`config.mk`:
```
export PLATFORM = sky130hd
export DESIGN_NAME = sar_adc_serial_readout
export DESIGN_NICKNAME = d
export VERILOG_FILES = /design/src/logic/sar_readout_pkg.sv /design/src/logic/sar_adc_serial_readout.sv
export SDC_FILE = /design/constraint.sdc
export NUM_CORES = 1
export LEC_CHECK = 0
export BUFFER_PORTS_ARGS = -buffer_cell sky130_fd_sc_hd__buf_4
export CORE_UTILIZATION = 60
export DETAILED_ROUTE_END_ITERATION = 10
export PLACE_DENSITY = 0.75
export SYNTH_ARGS = -nofsm -noshare
export SYNTH_HDL_FRONTEND = slang
export SYNTH_SLANG_ARGS = --single-unit
```
`constraint.sdc`:
```
create_clock -name core_clk -period 3.8 [get_ports core_clk]
set_input_delay 0.19 -clock core_clk [delete_from_list [all_inputs] [get_ports core_clk]]
set_output_delay 0.19 -clock core_clk [all_outputs]
set_load 0.03 [all_outputs]
```
`src/logic/sar_readout_pkg.sv`:
```
// Constants shared by the serial readout sequencer.
// Assumes a single core clock; bit clock and chip select arrive as pins.
`default_nettype none
package sar_readout_pkg;
    localparam int RESULT_WIDTH = 16;
    localparam logic [3:0] TOP_BIT = 4'hF;
    localparam logic [3:0] BOTTOM_BIT = 4'h0;
    // Falling bit-clock edges spent sampling before the null bit
    localparam logic [2:0] SAMPLE_FALLS = 3'h5;
    localparam logic [15:0] RESULT_RESET = 16'h0000;
    // Core clock and the host's shortest bit-clock phase
    localparam int CORE_CLK_NS = 100;
    localparam int BIT_PHASE_MIN_NS = 200;
    localparam int BIT_PHASE_MIN_CYCLES =
        (BIT_PHASE_MIN_NS + CORE_CLK_NS - 1) / CORE_CLK_NS;

    typedef enum logic [2:0] {
        ST_IDLE    = 3'b000,
        ST_SAMPLE  = 3'b001,
        ST_CONVERT = 3'b010,
        ST_REVERSE = 3'b011,
        ST_FINAL   = 3'b100,
        ST_DONE    = 3'b101
    } seq_state_t;
endpackage : sar_readout_pkg
`default_nettype wire

```
`src/logic/sar_adc_serial_readout.sv`:
```
// Serial readout and conversion sequencer of a 16-bit SAR converter.
// Bit clock, chip select and the digitised analog level come from pins
// and are synchronised to core_clk; the bit clock must be well below it.
// How it works
// - Chip select, bit clock in; data out
// - Data changes only on bit-clock falling edges
// - Chip select falling starts a conversion
// - Sample input for about five periods
// - After fifth falling edge, drive low null
// - Then sixteen result bits, MSB first
// - Further clocks repeat result, LSB first
// - After repeated MSB, tri-state and ignore
// - New conversion needs chip select high, low
// - Result is unsigned straight binary
// - No offset or two's-complement coding
// - Power down when done or deselected
`timescale 1ns/1ns
`default_nettype none
module sar_adc_serial_readout (
    input wire logic core_clk,
    input wire logic reset,
    input wire logic chip_select_n,
    input wire logic serial_bit_clock,
    input wire logic [sar_readout_pkg::RESULT_WIDTH-1:0] analog_level,
    output logic serial_data_out,
    output logic serial_data_oe_n,
    output logic power_down
);
    import sar_readout_pkg::*;

    logic cs_meta;
    logic cs_n_sync;
    logic cs_n_prev;
    logic clk_meta;
    logic clk_sync;
    logic clk_prev;
    logic [RESULT_WIDTH-1:0] level_meta;
    logic [RESULT_WIDTH-1:0] level_sync;
    logic cs_fall;
    logic fall_pulse;
    logic rise_pulse;
    seq_state_t state;
    logic [2:0] fall_count;
    logic [3:0] bit_idx;
    logic [RESULT_WIDTH-1:0] held;
    logic [RESULT_WIDTH-1:0] result;

    // Comparator trial: keep the bit if the held level reaches the trial
    // code; the code stays a plain unsigned magnitude throughout.
    function automatic logic decide(input logic [15:0] level,
                                    input logic [15:0] partial,
                                    input logic [3:0] idx);
        logic [15:0] trial;
        trial = partial | (16'h0001 << idx);
        return level >= trial;
    endfunction : decide

    // Pins pass two flops before anything looks at them. The level word
    // is synced bit by bit, so it must hold steady while sampling runs.
    always_ff @(posedge core_clk or posedge reset) begin
        if (reset) begin
            cs_meta <= 1'b1;
            cs_n_sync <= 1'b1;
            cs_n_prev <= 1'b1;
            clk_meta <= 1'b0;
            clk_sync <= 1'b0;
            clk_prev <= 1'b0;
            level_meta <= RESULT_RESET;
            level_sync <= RESULT_RESET;
        end else begin
            cs_meta <= chip_select_n;
            cs_n_sync <= cs_meta;
            cs_n_prev <= cs_n_sync;
            clk_meta <= serial_bit_clock;
            clk_sync <= clk_meta;
            clk_prev <= clk_sync;
            level_meta <= analog_level;
            level_sync <= level_meta;
        end
    end

    assign cs_fall = cs_n_prev && !cs_n_sync;
    assign fall_pulse = clk_prev && !clk_sync;
    assign rise_pulse = !clk_prev && clk_sync;

    // Sequencer; the bit clock is the only time base of a conversion
    always_ff @(posedge core_clk or posedge reset) begin
        if (reset) begin
            state <= ST_IDLE;
            fall_count <= 3'h0;
            bit_idx <= TOP_BIT;
            held <= RESULT_RESET;
            result <= RESULT_RESET;
            serial_data_out <= 1'b0;
            serial_data_oe_n <= 1'b1;
        end else if (cs_n_sync) begin
            state <= ST_IDLE;
            serial_data_oe_n <= 1'b1;
        end else begin
            unique case (state)
                ST_IDLE: begin
                    // Only a fresh falling edge starts; low alone does not
                    if (cs_fall) begin
                        state <= ST_SAMPLE;
                        fall_count <= 3'h0;
                    end
                end
                ST_SAMPLE: begin
                    if (fall_pulse) begin
                        fall_count <= fall_count + 3'h1;
                        if (fall_count == SAMPLE_FALLS - 3'h1) begin
                            held <= level_sync;
                            result <= RESULT_RESET;
                            bit_idx <= TOP_BIT;
                            serial_data_out <= 1'b0;
                            serial_data_oe_n <= 1'b0;
                            state <= ST_CONVERT;
                        end
                    end
                end
                ST_CONVERT: begin
                    if (rise_pulse) begin
                        result[bit_idx] <= decide(held, result, bit_idx);
                    end else if (fall_pulse) begin
                        serial_data_out <= result[bit_idx];
                        if (bit_idx == BOTTOM_BIT) begin
                            bit_idx <= BOTTOM_BIT + 4'h1;
                            state <= ST_REVERSE;
                        end else begin
                            bit_idx <= bit_idx - 4'h1;
                        end
                    end
                end
                ST_REVERSE: begin
                    if (fall_pulse) begin
                        serial_data_out <= result[bit_idx];
                        if (bit_idx == TOP_BIT) begin
                            state <= ST_FINAL;
                        end else begin
                            bit_idx <= bit_idx + 4'h1;
                        end
                    end
                end
                ST_FINAL: begin
                    if (fall_pulse) begin
                        serial_data_oe_n <= 1'b1;
                        state <= ST_DONE;
                    end
                end
                ST_DONE: begin
                    // Later edges are ignored until chip select rises
                    state <= ST_DONE;
                end
                default: begin
                    state <= ST_IDLE;
                    serial_data_oe_n <= 1'b1;
                end
            endcase
        end
    end

    // Analog section rests whenever no conversion is running
    always_ff @(posedge core_clk or posedge reset) begin
        if (reset) begin
            power_down <= 1'b1;
        end else begin
            power_down <= (state == ST_IDLE) || (state == ST_DONE);
        end
    end

    property p_change_on_fall;
        @(posedge core_clk) disable iff (reset)
        $changed(serial_data_out) |-> $past(fall_pulse);
    endproperty
    a_change_on_fall: assert property (p_change_on_fall)
        else $error("data changed without a bit-clock falling edge");

    property p_cs_fall_starts;
        @(posedge core_clk) disable iff (reset)
        (state == ST_IDLE && cs_fall) |=> state == ST_SAMPLE;
    endproperty
    a_cs_fall_starts: assert property (p_cs_fall_starts)
        else $error("chip select fall did not start sampling");

    property p_sample_length;
        @(posedge core_clk) disable iff (reset)
        state == ST_SAMPLE |-> fall_count < SAMPLE_FALLS;
    endproperty
    a_sample_length: assert property (p_sample_length)
        else $error("sampling ran past five falling edges");

    property p_null_bit;
        @(posedge core_clk) disable iff (reset)
        (state == ST_SAMPLE && fall_pulse && !cs_n_sync
            && fall_count == 3'h4)
        |=> (!serial_data_oe_n && !serial_data_out && state == ST_CONVERT);
    endproperty
    a_null_bit: assert property (p_null_bit)
        else $error("null bit not driven low after fifth falling edge");

    property p_msb_first;
        @(posedge core_clk) disable iff (reset)
        (state == ST_CONVERT && fall_pulse && !cs_n_sync)
        |=> (serial_data_out == $past(result[bit_idx])
            && bit_idx != $past(bit_idx));
    endproperty
    a_msb_first: assert property (p_msb_first)
        else $error("forward result bit wrong");

    property p_reverse;
        @(posedge core_clk) disable iff (reset)
        (state == ST_REVERSE && fall_pulse && !cs_n_sync)
        |=> serial_data_out == $past(result[bit_idx]);
    endproperty
    a_reverse: assert property (p_reverse)
        else $error("reverse result bit wrong");

    property p_done_released;
        @(posedge core_clk) disable iff (reset)
        state == ST_DONE |-> serial_data_oe_n ##1 power_down;
    endproperty
    a_done_released: assert property (p_done_released)
        else $error("output driven or powered after completion");

    property p_no_restart;
        @(posedge core_clk) disable iff (reset)
        (state == ST_DONE && !cs_n_sync) |=> state == ST_DONE;
    endproperty
    a_no_restart: assert property (p_no_restart)
        else $error("left completion without chip select high");

    property p_code_matches;
        @(posedge core_clk) disable iff (reset)
        (state == ST_CONVERT && fall_pulse && bit_idx == BOTTOM_BIT)
        |-> result == held;
    endproperty
    a_code_matches: assert property (p_code_matches)
        else $error("result is not the straight binary held level");

    property p_abort;
        @(posedge core_clk) disable iff (reset)
        cs_n_sync |=> (state == ST_IDLE && serial_data_oe_n) ##1 power_down;
    endproperty
    a_abort: assert property (p_abort)
        else $error("chip select high did not abort");
endmodule : sar_adc_serial_readout
`default_nettype wire

```
**Yosys cells after proc, flatten, opt, wreduce, memory -nomap -nowiden**

Cells that the tools add are included.

- Logic and storage cells: 110
- Bits of input ports: 20
- Output and inout bits: 3
- Bits in registers: 83

- Order comparisons: 3
- Shifts and indexed selects: 1
- Equality and inequality tests: 25
- Add/subtract/negate cells: 3
- Reduce and logical (&&, ||, !) cells: 21
- Bitwise logic cells: 2
- Muxes and demuxes: 39

Operator list:

| cell | count |
|---|---|
| $mux W16 | 3 |
| $mux W3 | 12 |
| $pmux W16 S2 | 1 |
| $mux W4 | 7 |
| $ne A3 B3 Y1 const B | 9 |
| $pmux W3 S6 | 1 |
| $bwmux W16 | 1 |
| $ge A16 B16 Y1 | 1 |
| $ne A2 B2 Y1 const B | 8 |
| $or A16 B16 Y16 | 1 |
| $shl A1 B4 Y16 const A | 1 |
| $pmux W4 S3 | 1 |
| $reduce_and A4 Y1 | 3 |
| $reduce_and A5 Y1 | 2 |
| $eq A3 B3 Y1 const B | 3 |
| $reduce_and A9 Y1 | 1 |
| $mux W1 | 8 |
| $reduce_and A8 Y1 | 1 |
| $eq A3 B2 Y1 const B | 2 |
| $pmux W1 S3 | 2 |
| $pmux W3 S2 | 1 |
| $lt A4 B5 Y1 const B | 1 |
| $add A4 B1 Y4 const B | 1 |
| $bmux W1 S4 | 1 |
| 16 further kinds | 22 |

**Depth between registers and ports, before layout**

- Depth in word-level cells: 7
- Depth in mapped cells: 12
- Mapped depth without buffers: 10

**Worst setup path before layout**

No wires, ideal clock.

- Path type: flip-flop to flip-flop
- Start point: register bit_idx[0]
- End point: register result[10]
- Slack: 0.837 ns
- Cell stages (with the launch flop): 13
- Clock period less this slack: 2.963 ns
- Setup time: 0.129 ns
- Data arrival time: 2.834 ns
- Data required time: 3.671 ns
- Path buffers: 2
- Cells stage by stage: dfstp_2 -> clkbuf_1 -> inv_1 -> ha_1 -> or3b_2 -> nand2b_1 -> ha_1 -> nand2b_1 -> a2111o_1 -> nand3_1 -> a31o_2 -> buf_2 -> o21ai_0

- Longest elaborated chain between the ends: 7
- Elaborated cells on any way between the ends: 11
- Those cells by class: order compare (3); shift (1); mux (5); bitwise (1); reduce/logical (1)

Ends and longest elaborated chain:

| element | RTL line | text |
|---|---|---|
| start, declared | sar_adc_serial_readout.sv:44 | `logic [3:0] bit_idx;` |
| start signal, assigned | sar_adc_serial_readout.sv:127 | `bit_idx <= BOTTOM_BIT + 4'h1;` |
| start signal, assigned | sar_adc_serial_readout.sv:130 | `bit_idx <= bit_idx - 4'h1;` |
| start signal, assigned | sar_adc_serial_readout.sv:140 | `bit_idx <= bit_idx + 4'h1;` |
| branches (longest 4 deep; another with $ge A16 B16 Y1) | n/a |  |
| $bwmux W16 * | sar_adc_serial_readout.sv:123 | `result[bit_idx] <= decide(held, result, bit_idx);` |
| $mux W16 * | sar_adc_serial_readout.sv:122 | `if (rise_pulse) begin` |
| $pmux W16 S2 * | sar_adc_serial_readout.sv:100 | `unique case (state)` |
| end signal, assigned by index | sar_adc_serial_readout.sv:123 |  |
| end, declared | sar_adc_serial_readout.sv:46 | `logic [RESULT_WIDTH-1:0] result;` |

Every way passes the cells marked *. The select of a mux whose other input is x is not followed.
A chain may end at the register's enable or synchronous reset.

**Final worst setup path**

- Start point: register bit_idx[0]
- End point: register result[9]

Same word-level chain as after synthesis.

==> metrics.txt <==
run status=finished clean; Synth Area in Adders=just over 8%; PostCTS Resize Cnt=0; mux contribution to synthesized area=7.30%; Clock Root Buffer=clkbuf_8; fraction of the core area covered by cells at the end of the flow=74.2%; clock insertion delay at the later pin of the skew report=360 ps; placeable core region=6060 µm²; Area Growth Syn to Fin=16.6%; mean cell area of the mapped netlist=11.1 µm²; unrepaired setup endpoints after global routing=no; FMAX=296 MHz; HP Class=primary input to asynchronous set/reset pin; number of antenna-violating nets in the routed design=0; post-synthesis simple-gate area fraction=9.47%; ratio of cells with drive above 1 in the final layout=20.8%; clock tree from TritonCTS=done; Netlist Area Pre-Place=3860 µm²; count of final hold-check violations=0; parity-gate share of the synthesized area counting xor and xnor cells=0.681%; via count=approximately 2,800; flip-flop cell with the highest count after synthesis=dfrtp_1; dominant combinational cell family by area after synthesis=compound AO/OA/AOI/OAI gates; setup tns final=0 ps; number of flip-flops and latches in the synthesized netlist=83; number of enable-type register cells in the synthesized netlist=0; clock buffer count from CTS=9; initial antenna violation count=0; Post-DP Area=4070 µm²; DR vias/cell=6.00; Final Max Slew Viols=0; worst voltage drop across the vdd grid=452 µV; worst path arrival time=between 3000 and 4000 ps; post-detailed-route wirelength per cell=17.9 µm; total of endpoints with negative setup slack in the final report=0; number of distinct library cells after synthesis=46; largest fanout on the critical path=15; Remaining DRCs=0; Die Wd=82.2 µm; detailed router's first-iteration violation count=174; share of flip-flops with an asynchronous set or reset after synthesis=100%; vias in the first global route=2,772; Net count, final=429; nature of the critical path endpoint=flop; global placer's final weighted congestion=between 0.9 and 1; leading cell type in the layout, fill and taps excluded=dfrtp_1; Synth Net Count=~390; reported max-cap violation count=0; depth of the CTS H-tree=3; total number of yosys warnings=0; Antenna diodes=0; global router's overall resource usage=28.0%; headroom to the max-slew limit=38.0%; share of the synthesized area in compound gates (AO/OA/AOI/OAI)=16.2%; pin count of the biggest net entering global routing=57; fin area=4500 µm²; number of detailed-routing iterations run before antenna repair=4; pwr dens=602 nW/µm²; startpoint type of the worst setup path=flop; Overflow after GRT=0; setup clock skew after layout=8.50 ps; DIE HEIGHT=around 82 µm; Clock Sink Count=83; Post-DP HPWL=5400 µm; first-pass GRT wire length=13,500 µm; period utilization=88.9%; Data required, critical path=4030 ps; number of I/O pins=23; count of input and output buffers=22; most frequent cells in the layout=dfrtp_1 (74), a21oi_1 (41), o21ai_0 (31); final WL=8310 µm; Core Rows=28; Critical Setup Path Class=flop to flop; sequential area share after synthesis=54.1%; clock transition at the register clock pins on the worst setup and hold paths after CTS=approximately 90 ps; measured slew at the worst slew-check pin=929 ps; starting density of the core=63.6%; leakage power=a little over 2 nW; number of buffers on the longest clock path=2; shortest period the worst path allows=3380 ps; Gate Count Post-Synth=347; Die ar.=6750 µm²
==> worst max-delay path, cell delays in order, from the launching register on <==
cell and delay (ps):
dfstp_2 450, inv_1 170, ha_1 460, or3b_2 570
nand2b_1 110, ha_1 220, nand2b_1 160, a2111o_1 460
nand3_1 120, a31o_2 360, o21ai_0 160
==> path summary, 6_finish.rpt <==
check	depth (start not counted)	from	slack [ps]	to
min in group core_clk	0	level_meta[11]	350	level_sync[11]
setup reg to reg	10	bit_idx[0]	420	result[9]
max in group asynchronous	3	reset	2840	serial_data_oe_n
hold / removal	2	reset	10	held[11]
hold reg to reg	0	level_meta[11]	350	level_sync[11]
setup / recovery	10	bit_idx[0]	420	result[9]
==> flip-flops by register name, summed over array words and instances, names as in the netlist, 3 cells and up <==
name,cells
state,3
fall_count,3
bit_idx,4
held,16
level_sync,16
result,16
level_meta,16
==> layout make-up <==
class | count | area [µm²]
Fill cell | 419 | 1560
Timing Repair Buffer | 48 | 405
Clock buffer | 9 | 124
Inverter | 14 | 53.8
Multi-Input combinational cell | 228 | 1610
Clock inverter | 7 | 124
Tap cell | 75 | 93.8
Sequential cell | 83 | 2090
==> cell usage after synthesis (8+ instances only) <==
library cell	n	share of area (%)
nor2_1	15	1.5
o21ai_1	13	1.7
ha_1	25	8.1
clkbuf_1	18	1.8
nand3_1	8	1.0
dfrtp_1	74	48
o21ai_0	31	4.0
mux2_2	17	5.0
inv_1	14	1.4
dfstp_2	9	6.1
nand2_1	18	1.8
a21oi_1	41	5.3
==> through the flow <==
stage | power (mW) | instances | hold slack [ps] | setup WS (ps)
6_report | 2.71 | 464 | 13.2 | 424
3_5_place_dp | 1.91 | 430 | 301 | 430
5_1_grt | 2.86 | 464 | 96.4 | 257
3_3_place_gp | 1.88 | 430 | 298 | 536
2_1_floorplan | 1.66 | 347 | 194 | 837
4_1_cts | 2.70 | 464 | 32.8 | 417
==> routing by layer <==
layer | vias up | wire [µm] | GRT usage, %
li1 | 1315 | - | -
met1 | 1379 | 3620 | 37.2
met2 | 74 | 4070 | 45.1
met3 | 14 | 453 | 6.48
met4 | 0 | 160 | 10.5
met5 | - | 0 | 0
==> what timing repair did <==
item	4_1_cts	5_1_grt
endpoints found under the hold margin	18	0
setup buffers	0	0
hold buffers	18	0
==> power breakdown <==
part | internal [mW] | total (mW) | switching, mW
logic | 0.315 | 0.795 | 0.480
clock network | 0.441 | 0.780 | 0.340
registers | 0.983 | 1.13 | 0.149
total | 1.74 | 2.71 | 0.969
==> cells by family (layout without fill, tap and decap cells) <==
group	after synthesis	count (layout)
fa+ha+maj	25	25
simple gates	71	71
xor+xnor	3	3
buf+inv	36	78
mux	21	21
compound gates	108	108
flops	83	83
Note: power is estimated with default switching activity, not from simulation.
